<file path="config.mk">
export PLATFORM = sky130hd
export DESIGN_NAME = ipf_top
export DESIGN_NICKNAME = d
export VERILOG_FILES = /design/src/ipf_top.v
export VERILOG_INCLUDE_DIRS = /design/src
export SDC_FILE = /design/constraint.sdc
export NUM_CORES = 1
export LEC_CHECK = 0
export BUFFER_PORTS_ARGS = -buffer_cell sky130_fd_sc_hd__buf_2
export CAP_MARGIN = 10
export CORE_ASPECT_RATIO = 1.4
export CORE_UTILIZATION = 48
export CTS_CLUSTER_SIZE = 10
export DETAILED_ROUTE_END_ITERATION = 16
export HOLD_SLACK_MARGIN = 0.12
export PLACE_DENSITY = 0.81
export SKIP_CTS_REPAIR_TIMING = 1
export SYNTH_ARGS = -nofsm -noshare
export SYNTH_HDL_FRONTEND = slang
export SYNTH_SLANG_ARGS = --single-unit
</file>
<file path="constraint.sdc">
create_clock -name clk -period 11 [get_ports clk]
set_clock_uncertainty 0.15 [all_clocks]
set_input_delay 0.55 -clock clk [delete_from_list [all_inputs] [get_ports clk]]
set_output_delay 0.55 -clock clk [all_outputs]
set_load 0.01 [all_outputs]
</file>
<file path="src/ipf_regs.vh">
// Purpose: Register map, field positions, reset values and codes of the image port output formatter.
// Assumes: APB byte addressing with 32-bit aligned registers.
// Notes:   Included by ipf_top.v only.
`ifndef IPF_REGS_VH
`define IPF_REGS_VH

// ----------------------------------------------------------------------------
// Register offsets
// ----------------------------------------------------------------------------
`define IPF_ADDR_CTRL     12'h000
`define IPF_ADDR_PINMAP   12'h004
`define IPF_ADDR_STATUS   12'h008

// ----------------------------------------------------------------------------
// Control fields and reset values
// ----------------------------------------------------------------------------
`define IPF_CTRL_PACK_LSB   0
`define IPF_CTRL_LINES_LSB  3
`define IPF_CTRL_SKIP_BIT   5
`define IPF_CTRL_LIMIT_BIT  6
`define IPF_CTRL_WIDE_BIT   7
`define IPF_CTRL_CODES_BIT  8
`define IPF_CTRL_PAGE_BIT   9
`define IPF_CTRL_ARBLO_BIT  10
`define IPF_CTRL_ARBHI_BIT  11
`define IPF_CTRL_GATE_BIT   12
`define IPF_CTRL_CSEL_LSB   13
`define IPF_CTRL_TMSB_BIT   15
`define IPF_CTRL_MASK       32'h0000FFFF
`define IPF_CTRL_RST        32'h00000100
`define IPF_PIN_GP0_LSB     0
`define IPF_PIN_GP1_LSB     4
`define IPF_PIN_POL_LSB     8
`define IPF_PIN_MASK        32'h00000FFF
`define IPF_PIN_RST         32'h00000078

// ----------------------------------------------------------------------------
// Encodings and codes
// ----------------------------------------------------------------------------
`define IPF_PACK_422   3'h0
`define IPF_PACK_411   3'h1
`define IPF_PACK_420   3'h2
`define IPF_PACK_410   3'h3
`define IPF_CSEL_INT   2'h0
`define IPF_CSEL_DEC   2'h1
`define IPF_CSEL_XP    2'h2
`define IPF_ARB_VONLY  2'h0
`define IPF_ARB_TONLY  2'h2
`define IPF_ARB_TFRST  2'h3
`define IPF_EV_COUNT   9
`define IPF_LIM0_LO    8'h01
`define IPF_LIM0_HI    8'hFE
`define IPF_LIM1_LO    8'h08
`define IPF_LIM1_HI    8'hF7
`define IPF_LEAD_FF    8'hFF
`define IPF_BYTE_ZERO  8'h00
`define IPF_PORT_CLK_MAX_MHZ 33

`endif

</file>
<file path="src/ipf_top.v">
// Purpose: Image port output formatter: packs video pairs into double words, serializes them with
//          timing codes, arbitrates against sliced text and drives the reference pins.
// Assumes: Video and text sources run on clk; port clock sources are asynchronous pins.
// Notes:   Port clocks are sampled by clk, so a usable port clock is below half the clk rate.
//
// Design decisions made here: the address map and the APB register port.
`timescale 1ns/1ps
`include "ipf_regs.vh"

module ipf_top (
   input  wire        clk,
   input  wire        rst_n,
   input  wire        ce,
   input  wire        psel,
   input  wire        penable,
   input  wire        pwrite,
   input  wire [11:0] paddr,
   input  wire [31:0] pwdata,
   output reg  [31:0] prdata,
   output reg         pready,
   output reg         pslverr,
   input  wire        vid_valid,
   output reg         vid_ready,
   input  wire [7:0]  vid_y0,
   input  wire [7:0]  vid_y1,
   input  wire [7:0]  vid_cb,
   input  wire [7:0]  vid_cr,
   input  wire        vid_sol,
   input  wire        vid_eol,
   input  wire        vid_sof,
   input  wire        vid_field,
   input  wire        vid_vact,
   input  wire        txt_valid,
   input  wire [7:0]  txt_data,
   input  wire        txt_last,
   output reg         txt_ready,
   input  wire        decoder_clk_in,
   input  wire        xport_clk_in,
   input  wire        ext_clk_in,
   input  wire        transfer_ready_gate_in,
   output reg         port_clk_out,
   output reg  [7:0]  port_data,
   output reg  [7:0]  upper_byte_lane_pins,
   output reg         output_data_qualifier,
   output reg         line_active_reference,
   output reg         gp_pin0,
   output reg         gp_pin1
);

   // ----------------------------------------------------------------------------
   // Functions
   // ----------------------------------------------------------------------------
   function [7:0] clip8;
      input [7:0] b;
      input       lim;
      reg   [7:0] lo;
      reg   [7:0] hi;
      begin
         lo = lim ? `IPF_LIM1_LO : `IPF_LIM0_LO;
         hi = lim ? `IPF_LIM1_HI : `IPF_LIM0_HI;
         clip8 = (b < lo) ? lo : ((b > hi) ? hi : b);
      end
   endfunction

   function [7:0] code_byte;
      input eav;
      input vact;
      input field;
      input msb;
      begin
         case ({msb, !vact, eav, field})
            4'h0: code_byte = 8'h0E;
            4'h1: code_byte = 8'h49;
            4'h2: code_byte = 8'h13;
            4'h3: code_byte = 8'h54;
            4'h4: code_byte = 8'h25;
            4'h5: code_byte = 8'h62;
            4'h6: code_byte = 8'h38;
            4'h7: code_byte = 8'h7F;
            4'h8: code_byte = 8'h80;
            4'h9: code_byte = 8'hC7;
            4'hA: code_byte = 8'h9D;
            4'hB: code_byte = 8'hDA;
            4'hC: code_byte = 8'hAB;
            4'hD: code_byte = 8'hEC;
            4'hE: code_byte = 8'hB6;
            default: code_byte = 8'hF1;
         endcase
      end
   endfunction

   function ev_pick;
      input [3:0] sel;
      input [8:0] ev;
      begin
         ev_pick = (sel < `IPF_EV_COUNT) ? ev[sel] : 1'b0;
      end
   endfunction

   // ----------------------------------------------------------------------------
   // Register file
   // ----------------------------------------------------------------------------
   localparam ST_IDLE = 2'h0;
   localparam ST_CODE = 2'h1;
   localparam ST_VDAT = 2'h2;
   localparam ST_TDAT = 2'h3;

   reg  [31:0] ctrl_reg;
   reg  [31:0] pinmap_reg;
   reg  [1:0]  st_reg;
   reg         dw_full_reg;
   reg         half_v_reg;
   reg         sliced_reg;
   reg         field_ev_reg;
   reg         gate_s1_reg;
   reg         gate_s2_reg;

   wire [2:0]  horizontal_packing_select     = ctrl_reg[`IPF_CTRL_PACK_LSB +: 3];
   wire [1:0]  luma_only_line_count          = ctrl_reg[`IPF_CTRL_LINES_LSB +: 2];
   wire        skip_leading_luma_lines       = ctrl_reg[`IPF_CTRL_SKIP_BIT];
   wire        code_range_limit_select       = ctrl_reg[`IPF_CTRL_LIMIT_BIT];
   wire        wide_bus                      = ctrl_reg[`IPF_CTRL_WIDE_BIT];
   wire        codes_en                      = ctrl_reg[`IPF_CTRL_CODES_BIT];
   wire        programming_page_select       = ctrl_reg[`IPF_CTRL_PAGE_BIT];
   wire        text_video_arbitration_ctl_lo = ctrl_reg[`IPF_CTRL_ARBLO_BIT];
   wire        text_video_arbitration_ctl_hi = ctrl_reg[`IPF_CTRL_ARBHI_BIT];
   wire        gate_clk_mode                 = ctrl_reg[`IPF_CTRL_GATE_BIT];
   wire [1:0]  port_clk_select               = ctrl_reg[`IPF_CTRL_CSEL_LSB +: 2];
   wire        text_code_msb                 = ctrl_reg[`IPF_CTRL_TMSB_BIT];
   wire [1:0]  arb = {text_video_arbitration_ctl_hi, text_video_arbitration_ctl_lo};
   wire [3:0]  pol = pinmap_reg[`IPF_PIN_POL_LSB +: 4];
   wire        setup = psel && !penable;
   wire        hit = (paddr == `IPF_ADDR_CTRL) || (paddr == `IPF_ADDR_PINMAP) || (paddr == `IPF_ADDR_STATUS);

   always @(posedge clk) begin
      if (!rst_n) begin
         ctrl_reg   <= `IPF_CTRL_RST;
         pinmap_reg <= `IPF_PIN_RST;
         prdata     <= 32'h00000000;
         pready     <= 1'b0;
         pslverr    <= 1'b0;
      end else if (ce) begin
         pready <= 1'b1;
         if (setup) begin
            pslverr <= !hit;
            if (paddr == `IPF_ADDR_CTRL)
               prdata <= ctrl_reg;
            else if (paddr == `IPF_ADDR_PINMAP)
               prdata <= pinmap_reg;
            else if (paddr == `IPF_ADDR_STATUS)
               prdata <= {24'h000000, gate_s2_reg, field_ev_reg, sliced_reg, half_v_reg, dw_full_reg, 1'b0, st_reg};
            else
               prdata <= 32'h00000000;
         end
         if (psel && penable && pready && pwrite) begin
            if (paddr == `IPF_ADDR_CTRL)
               ctrl_reg <= pwdata & `IPF_CTRL_MASK;
            else if (paddr == `IPF_ADDR_PINMAP)
               pinmap_reg <= pwdata & `IPF_PIN_MASK;
         end
      end
   end

   // ----------------------------------------------------------------------------
   // Packer: video pairs into double words
   // ----------------------------------------------------------------------------
   reg  [31:0] dw_reg,  dw_next;
   reg  [15:0] half_reg, half_next;
   reg         dw_sol_reg, dw_sol_next, dw_eol_reg, dw_eol_next;
   reg         dw_field_reg, dw_field_next, dw_vact_reg, dw_vact_next;
   reg         half_sol_reg, half_sol_next, flush_reg, flush_next;
   reg         dw_full_next, half_v_next, seen_reg, seen_next;
   reg  [1:0]  phase_reg, phase_next, pos_reg, pos_next;
   reg  [1:0]  phase_eff, pos_eff;
   reg         seen_eff, sub_fmt, comb_line, chroma_pair, drop;
   reg  [7:0]  b0, b1, b2, b3;
   wire        dw_take;
   wire        accept = ce && vid_valid && vid_ready;

   always @* begin
      dw_next = dw_reg;                half_next = half_reg;
      dw_sol_next = dw_sol_reg;        dw_eol_next = dw_eol_reg;
      dw_field_next = dw_field_reg;    dw_vact_next = dw_vact_reg;
      half_sol_next = half_sol_reg;    flush_next = flush_reg;
      dw_full_next = dw_full_reg && !dw_take;
      half_v_next = half_v_reg;        seen_next = seen_reg;
      phase_next = phase_reg;          pos_next = pos_reg;
      phase_eff = vid_sof ? 2'h0 : phase_reg;
      seen_eff  = vid_sof ? 1'b0 : seen_reg;
      pos_eff   = vid_sol ? 2'h0 : pos_reg;
      sub_fmt   = (horizontal_packing_select == `IPF_PACK_420) || (horizontal_packing_select == `IPF_PACK_410);
      // Reserved packing codes fall back to luma only, which never needs chroma.
      comb_line = sub_fmt ? (phase_eff == luma_only_line_count)
                          : (horizontal_packing_select <= `IPF_PACK_411);
      chroma_pair = comb_line && (((horizontal_packing_select == `IPF_PACK_411) ||
                    (horizontal_packing_select == `IPF_PACK_410)) ? !pos_eff[1] : 1'b1);
      drop = sub_fmt && !skip_leading_luma_lines && !comb_line && !seen_eff;
      b0 = clip8(chroma_pair ? vid_cb : vid_y0, code_range_limit_select);
      b1 = clip8(chroma_pair ? vid_y0 : vid_y1, code_range_limit_select);
      b2 = clip8(vid_cr, code_range_limit_select);
      b3 = clip8(vid_y1, code_range_limit_select);
      if (flush_reg && !dw_full_next) begin
         dw_next = {clip8(`IPF_BYTE_ZERO, code_range_limit_select),
                    clip8(`IPF_BYTE_ZERO, code_range_limit_select), half_reg};
         dw_sol_next = half_sol_reg;
         dw_eol_next = 1'b1;
         dw_full_next = 1'b1;
         half_v_next = 1'b0;
         flush_next = 1'b0;
      end else if (accept) begin
         pos_next = pos_eff + 2'h1;
         if (vid_eol) begin
            phase_next = (phase_eff == luma_only_line_count) ? 2'h0 : phase_eff + 2'h1;
            seen_next = seen_eff || comb_line;
         end else begin
            seen_next = seen_eff;
         end
         dw_field_next = vid_field;
         dw_vact_next = vid_vact;
         if (!drop) begin
            if (!half_v_reg) begin
               if (chroma_pair || vid_eol) begin
                  dw_next = chroma_pair ? {b3, b2, b1, b0}
                                        : {clip8(`IPF_BYTE_ZERO, code_range_limit_select),
                                           clip8(`IPF_BYTE_ZERO, code_range_limit_select), b1, b0};
                  dw_full_next = 1'b1;
                  dw_sol_next = vid_sol;
                  dw_eol_next = vid_eol;
               end else begin
                  half_next = {b1, b0};
                  half_v_next = 1'b1;
                  half_sol_next = vid_sol;
               end
            end else begin
               dw_next = {b1, b0, half_reg};
               dw_full_next = 1'b1;
               dw_sol_next = half_sol_reg;
               half_sol_next = 1'b0;
               if (chroma_pair) begin
                  half_next = {b3, b2};
                  dw_eol_next = 1'b0;
                  flush_next = vid_eol;
               end else begin
                  half_v_next = 1'b0;
                  dw_eol_next = vid_eol;
               end
            end
         end
      end
   end

   always @(posedge clk) begin
      if (!rst_n) begin
         dw_reg <= 32'h00000000;     half_reg <= 16'h0000;
         dw_sol_reg <= 1'b0;         dw_eol_reg <= 1'b0;
         dw_field_reg <= 1'b0;       dw_vact_reg <= 1'b0;
         half_sol_reg <= 1'b0;       flush_reg <= 1'b0;
         dw_full_reg <= 1'b0;        half_v_reg <= 1'b0;
         seen_reg <= 1'b0;           phase_reg <= 2'h0;
         pos_reg <= 2'h0;            vid_ready <= 1'b0;
      end else if (ce) begin
         dw_reg <= dw_next;          half_reg <= half_next;
         dw_sol_reg <= dw_sol_next;  dw_eol_reg <= dw_eol_next;
         dw_field_reg <= dw_field_next;
         dw_vact_reg <= dw_vact_next;
         half_sol_reg <= half_sol_next;
         flush_reg <= flush_next;
         dw_full_reg <= dw_full_next;
         half_v_reg <= half_v_next;
         seen_reg <= seen_next;      phase_reg <= phase_next;
         pos_reg <= pos_next;
         vid_ready <= !dw_full_next && !flush_next;
      end
   end

   // ----------------------------------------------------------------------------
   // Port clock selection and gate input synchronisers
   // ----------------------------------------------------------------------------
   reg  [2:0] clk_s1_reg, clk_s2_reg;
   reg        int_clk_reg, sel_q_reg, sel_lvl;

   always @* begin
      case (port_clk_select)
         `IPF_CSEL_INT: sel_lvl = int_clk_reg;
         `IPF_CSEL_DEC: sel_lvl = clk_s2_reg[0];
         `IPF_CSEL_XP:  sel_lvl = clk_s2_reg[1];
         default:       sel_lvl = clk_s2_reg[2];
      endcase
   end

   wire tick = ce && sel_lvl && !sel_q_reg;

   always @(posedge clk) begin
      if (!rst_n) begin
         clk_s1_reg <= 3'h0;         clk_s2_reg <= 3'h0;
         gate_s1_reg <= 1'b0;        gate_s2_reg <= 1'b0;
         int_clk_reg <= 1'b0;        sel_q_reg <= 1'b0;
      end else if (ce) begin
         clk_s1_reg <= {ext_clk_in, xport_clk_in, decoder_clk_in};
         clk_s2_reg <= clk_s1_reg;
         gate_s1_reg <= transfer_ready_gate_in;
         gate_s2_reg <= gate_s1_reg;
         int_clk_reg <= !int_clk_reg;
         sel_q_reg <= sel_lvl;
      end
   end

   // ----------------------------------------------------------------------------
   // Serializer, code insertion and arbitration
   // ----------------------------------------------------------------------------
   reg  [1:0] cidx_reg, bidx_reg;
   reg        eav_reg, src_txt_reg, line_active_reference_ev_reg, vref_ev_reg, qual_ev_reg;
   reg  [7:0] lo_reg, hi_reg;
   wire       want_txt = txt_valid && (arb != `IPF_ARB_VONLY);
   wire       want_vid = dw_full_reg && (arb != `IPF_ARB_TONLY);
   wire       pick_txt = want_txt && (!want_vid || (arb == `IPF_ARB_TFRST));
   wire       vid_last = wide_bus ? bidx_reg[1] : (bidx_reg == 2'h3);
   wire [7:0] cbyte = code_byte(eav_reg, src_txt_reg ? 1'b0 : dw_vact_reg, field_ev_reg,
                                src_txt_reg ? text_code_msb : !programming_page_select);
   wire [7:0] lead = (cidx_reg == 2'h0) ? `IPF_LEAD_FF : ((cidx_reg == 2'h3) ? cbyte : `IPF_BYTE_ZERO);
   wire       gate_ok = gate_s2_reg;
   assign dw_take = tick && gate_ok && (st_reg == ST_VDAT) && dw_full_reg && vid_last;

   always @(posedge clk) begin
      if (!rst_n) begin
         st_reg <= ST_IDLE;          cidx_reg <= 2'h0;
         bidx_reg <= 2'h0;           eav_reg <= 1'b0;
         src_txt_reg <= 1'b0;        sliced_reg <= 1'b0;
         field_ev_reg <= 1'b0;       line_active_reference_ev_reg <= 1'b0;
         vref_ev_reg <= 1'b0;        qual_ev_reg <= 1'b0;
         lo_reg <= `IPF_BYTE_ZERO;   hi_reg <= `IPF_BYTE_ZERO;
         txt_ready <= 1'b0;
      end else if (ce) begin
         txt_ready <= 1'b0;
         if (tick) begin
            qual_ev_reg <= 1'b0;
            lo_reg <= `IPF_BYTE_ZERO;
            hi_reg <= `IPF_BYTE_ZERO;
            if (gate_ok) begin
               case (st_reg)
                  ST_IDLE: begin
                     bidx_reg <= 2'h0;
                     cidx_reg <= 2'h0;
                     eav_reg <= 1'b0;
                     line_active_reference_ev_reg <= 1'b0;
                     if (pick_txt) begin
                        src_txt_reg <= 1'b1;
                        st_reg <= codes_en ? ST_CODE : ST_TDAT;
                        sliced_reg <= 1'b1;
                     end else if (want_vid) begin
                        src_txt_reg <= 1'b0;
                        field_ev_reg <= dw_field_reg;
                        vref_ev_reg <= dw_vact_reg;
                        st_reg <= (codes_en && dw_sol_reg) ? ST_CODE : ST_VDAT;
                        if (codes_en && dw_sol_reg)
                           sliced_reg <= 1'b0;
                     end
                  end
                  ST_CODE: begin
                     lo_reg <= lead;
                     hi_reg <= lead;
                     qual_ev_reg <= 1'b1;
                     // The line reference frames the video bytes only, so it stays low across every code.
                     line_active_reference_ev_reg <= 1'b0;
                     cidx_reg <= cidx_reg + 2'h1;
                     if (cidx_reg == 2'h3) begin
                        st_reg <= eav_reg ? ST_IDLE : (src_txt_reg ? ST_TDAT : ST_VDAT);
                     end
                  end
                  ST_VDAT: begin
                     if (dw_full_reg) begin
                        qual_ev_reg <= 1'b1;
                        line_active_reference_ev_reg <= 1'b1;
                        lo_reg <= dw_reg[{bidx_reg, 3'h0} +: 8];
                        hi_reg <= wide_bus ? dw_reg[{bidx_reg, 3'h0} + 5'h08 +: 8] : `IPF_BYTE_ZERO;
                        bidx_reg <= wide_bus ? bidx_reg + 2'h2 : bidx_reg + 2'h1;
                        if (vid_last && dw_eol_reg) begin
                           eav_reg <= 1'b1;
                           cidx_reg <= 2'h0;
                           st_reg <= codes_en ? ST_CODE : ST_IDLE;
                        end
                     end
                  end
                  default: begin
                     if (txt_valid) begin
                        qual_ev_reg <= 1'b1;
                        lo_reg <= txt_data;
                        txt_ready <= 1'b1;
                        if (txt_last) begin
                           eav_reg <= 1'b1;
                           cidx_reg <= 2'h0;
                           st_reg <= codes_en ? ST_CODE : ST_IDLE;
                        end
                     end
                  end
               endcase
            end
         end
      end
   end

   // ----------------------------------------------------------------------------
   // Output pins
   // ----------------------------------------------------------------------------
   // Every pin lags the internal state by one clk so data, qualifier and clock stay aligned.
   wire [8:0] ev = {sliced_reg, dw_full_reg, !vid_ready, !dw_full_reg && !half_v_reg,
                    programming_page_select, qual_ev_reg, line_active_reference_ev_reg, vref_ev_reg, field_ev_reg};

   always @(posedge clk) begin
      if (!rst_n) begin
         port_clk_out <= 1'b0;       port_data <= `IPF_BYTE_ZERO;
         upper_byte_lane_pins <= `IPF_BYTE_ZERO;
         output_data_qualifier <= 1'b0;
         line_active_reference <= 1'b0;
         gp_pin0 <= 1'b0;            gp_pin1 <= 1'b0;
      end else if (ce) begin
         port_clk_out <= sel_q_reg && (!gate_clk_mode || qual_ev_reg);
         port_data <= lo_reg;
         upper_byte_lane_pins <= wide_bus ? hi_reg : `IPF_BYTE_ZERO;
         output_data_qualifier <= qual_ev_reg ^ pol[0];
         line_active_reference <= line_active_reference_ev_reg ^ pol[1];
         gp_pin0 <= ev_pick(pinmap_reg[`IPF_PIN_GP0_LSB +: 4], ev) ^ pol[2];
         gp_pin1 <= ev_pick(pinmap_reg[`IPF_PIN_GP1_LSB +: 4], ev) ^ pol[3];
      end
   end

endmodule // ipf_top

</file>
==> flow_summary.yaml <==
global_route:
  antenna_found_initial: 1
  grt_pass1_vias: 8029
  grt-ovfl-total: 0
  grt_pass1_wl_um: 40100
  grt_max_degree: 99
  grt.total_usage: 0.244
floorplanning:
  die_y_um: 169
  rows: 60
  fp.dieArea_sq_um: 20600
  ioPinCount: 159
  core-area_sq_um: 19400
  start_util: 0.494
  chipWidth_um: 122
critical_path:
  crit_path_start: "phase_reg[0]"
  critPathLaunchType: "register"
  crit_path_end: "dw_reg[11]"
  crit_arrival_ns: 4.60
  crit_type: "register to register"
  cp_slowest_cell: "or4_1"
  end_kind: "register"
  worstRegToRegCells: 12
  crit_path_cell_trace: "o21bai_1, a21oi_1, a211oi_4, buf_4, mux2_2, ha_1, nor2b_1, or4_1, a22oi_4, mux2_1, a211o_2, o31ai_1"
  r2r-end: "dw_reg[11]"
  critical_path_required_ns: 11.19
  timing.rr.start: "phase_reg[0]"
  critPathMaxFanout: 35
  cpPeakStageDelay_ns: 0.51
  ff2ff_setup_slack_ns: 6.58
sta:
  period_share: 0.402
  fin_crit_ns: 4.42
  fin_tns_setup_ns: 0
  setup_viol: 0
  finalHoldViolations: 0
  slew-limit-headroom: 0.336
  fmax_mhz: 226
  report.final.slew_viol_count: 0
  tightestPinTransition_ns: 0.987
  grt_setup_unrepaired: "false"
synth:
  yosysWarnings: 0
  ys_seq_area_frac: 0.352
  synth_edf_count: 0
  ys.flop_type: "dfxtp_1"
  synth_seq_cells: 169
  netlist_area_sq_um: 9610
  synth_cell_types: 81
  synth_cells: 1113
  avgSynthCellArea_sq_um: 8.64
  async_flop_share: 0
route:
  ant_nets: 0
  wire_per_inst_um: 17.2
  drc: 0
  drt_first_iter_violations: 639
  wl_um: 25000
  via_count: 8482
  via_per_inst: 5.83
  first_pass_iters: 7
cells_and_area:
  multi_input_area_sq_um: 5810
  largest_reg_flops: 32
  nNetsFinal: 1321
  design_area_sq_um: 10900
  stdcell_count: 1456
  n_fill_cell: 1658
  regArea_sq_um: 3380
  drive_gt1_frac: 0.173
  area_growth_syn_to_layout_pct: 13.1
place:
  port_buffers: 126
  gp_congestion: 0.913
  placed_cells: 1423
  dpl.hpwl_um: 18100
  placedInstanceArea_sq_um: 10300
cts:
  clk_pin_slew_ns: 0.07
  htreeDepth: 4
  cts_tree: "yes"
  cts_max_path_buffers: 2
  cts_root_buf: "clkbuf_16"
  clkLatencyLatePin_ns: 0.43
  cts_buffers: 17
  clock-sinks: 169
min_path:
  hold_path.class: "primary input to register"
flow_run:
  drv_cap: 0
pwr:
  ir_drop_mv: 0.0770
  p_per_area_nw_per_um2: 122
  p_leak_nw: 4.42
run_status:
  status: "completed"
per-stage QoR:
stage               worst slack, ns   util  hold WS, ns  total power [mW]
floorplan                      6.96      -        0.280             0.703
global placement               6.48  0.529        0.288             0.736
detailed placement             6.42  0.529        0.307             0.738
CTS                            6.63  0.559        0.209              1.33
global route                   6.39  0.559        0.211              1.37
finish                         6.58  0.559        0.221              1.32
synth_stat cells (18+ instances only):
cell type | number | area (sq um)
dfxtp_1 | 169 | 3380
nand2_1 | 129 | 484
nor2b_1 | 112 | 701
mux2i_1 | 87 | 871
a21oi_1 | 72 | 360
nor2_1 | 64 | 240
o21ai_0 | 61 | 305
clkbuf_1 | 53 | 199
nand3_1 | 31 | 155
ha_1 | 25 | 313
inv_1 | 22 | 82.6
mux4_2 | 21 | 473
nor3_1 | 20 | 100
a21boi_0 | 18 | 135
kinds of logic (layout without fill, tap and decap cells):
logic type | count (synthesis) | count (layout) | share of synthesized area
muxes | 118 | 118 | 0.152
DFF | 169 | 169 | 0.352
xor gates and xnor gates | 10 | 10 | 0.00911
other | 1 | 17 | 0.000390
buffers and inverters | 110 | 189 | 0.0513
adders and majority gates | 25 | 25 | 0.0325
AOI/OAI and AO/OA | 276 | 276 | 0.192
and+or+nand+nor | 404 | 404 | 0.210
where the power goes:
group	internal, mW	switching (mW)
registers	0.619	0.00622
clock network	0.308	0.291
logic	0.0421	0.0587
area by class of cell:
type / instances / share of cell area
Multi-Input combinational cell: 849 / 0.535
Sequential cell: 169 / 0.311
Timing Repair Buffer: 133 / 0.0631
Clock buffer: 17 / 0.0391
Tap cell: 248 / 0.0285
Clock inverter: 15 / 0.0151
Inverter: 24 / 0.00828
Antenna cell: 1 / 0.000230
critical path, delay by kind of cell, from the launching register on:
kind,cells,cell delay [ns]
buffers and inverters,1,0.41
flip-flops,1,0.36
AO/OA/AOI/OAI,6,1.51
multiplexers,2,0.80
AND/OR/NAND/NOR,2,0.70
adder cells (fa/ha/maj),1,0.38
placed cells by master (no fill, tap or decap), types with 4 or more instances in the layout:
cell	count
nand3_1	31
mux2_2	6
o22ai_1	5
nor2_1	63
o211a_1	4
o211ai_1	11
ha_1	25
conb_1	16
clkbuf_16	17
a22oi_1	17
inv_1	22
inv_6	4
mux2i_1	87
nand2_1	129
buf_2	125
nand2b_1	5
nor2b_1	112
a21boi_0	18
nand4_1	7
o21a_1	5
nor4_1	6
a222oi_1	13
and3_1	5
buf_4	8
a221oi_1	4
a211oi_1	7
a21o_1	7
nor3_1	20
o21ai_0	61
dfxtp_1	169
a21oi_1	71
and2_1	5
inv_8	7
mux4_2	21
a31oi_1	11
nand3b_1	4
xnor2_1	8
o21ai_1	8
worst min path at each step:
| stage | end | cells past startpoint | startpoint |
|---|---|---|---|
| 5_1_grt | pinmap_reg[3] | 3 | pwdata[3] |
| 3_5_place_dp | dw_reg[26] | 2 | dw_reg[26] |
| 2_1_floorplan | half_reg[3] | 2 | half_reg[3] |
| 4_1_cts | pinmap_reg[3] | 3 | pwdata[3] |
| 3_3_place_gp | half_reg[3] | 2 | half_reg[3] |
| 6_report | pinmap_reg[3] | 3 | pwdata[3] |
routing by layer:
layer	wire (um)	GRT usage
met4	1010	0.126
met3	1100	0.0353
met2	12400	0.417
met5	0	0
met1	10500	0.294
Note: power is estimated with default switching activity, not from simulation.
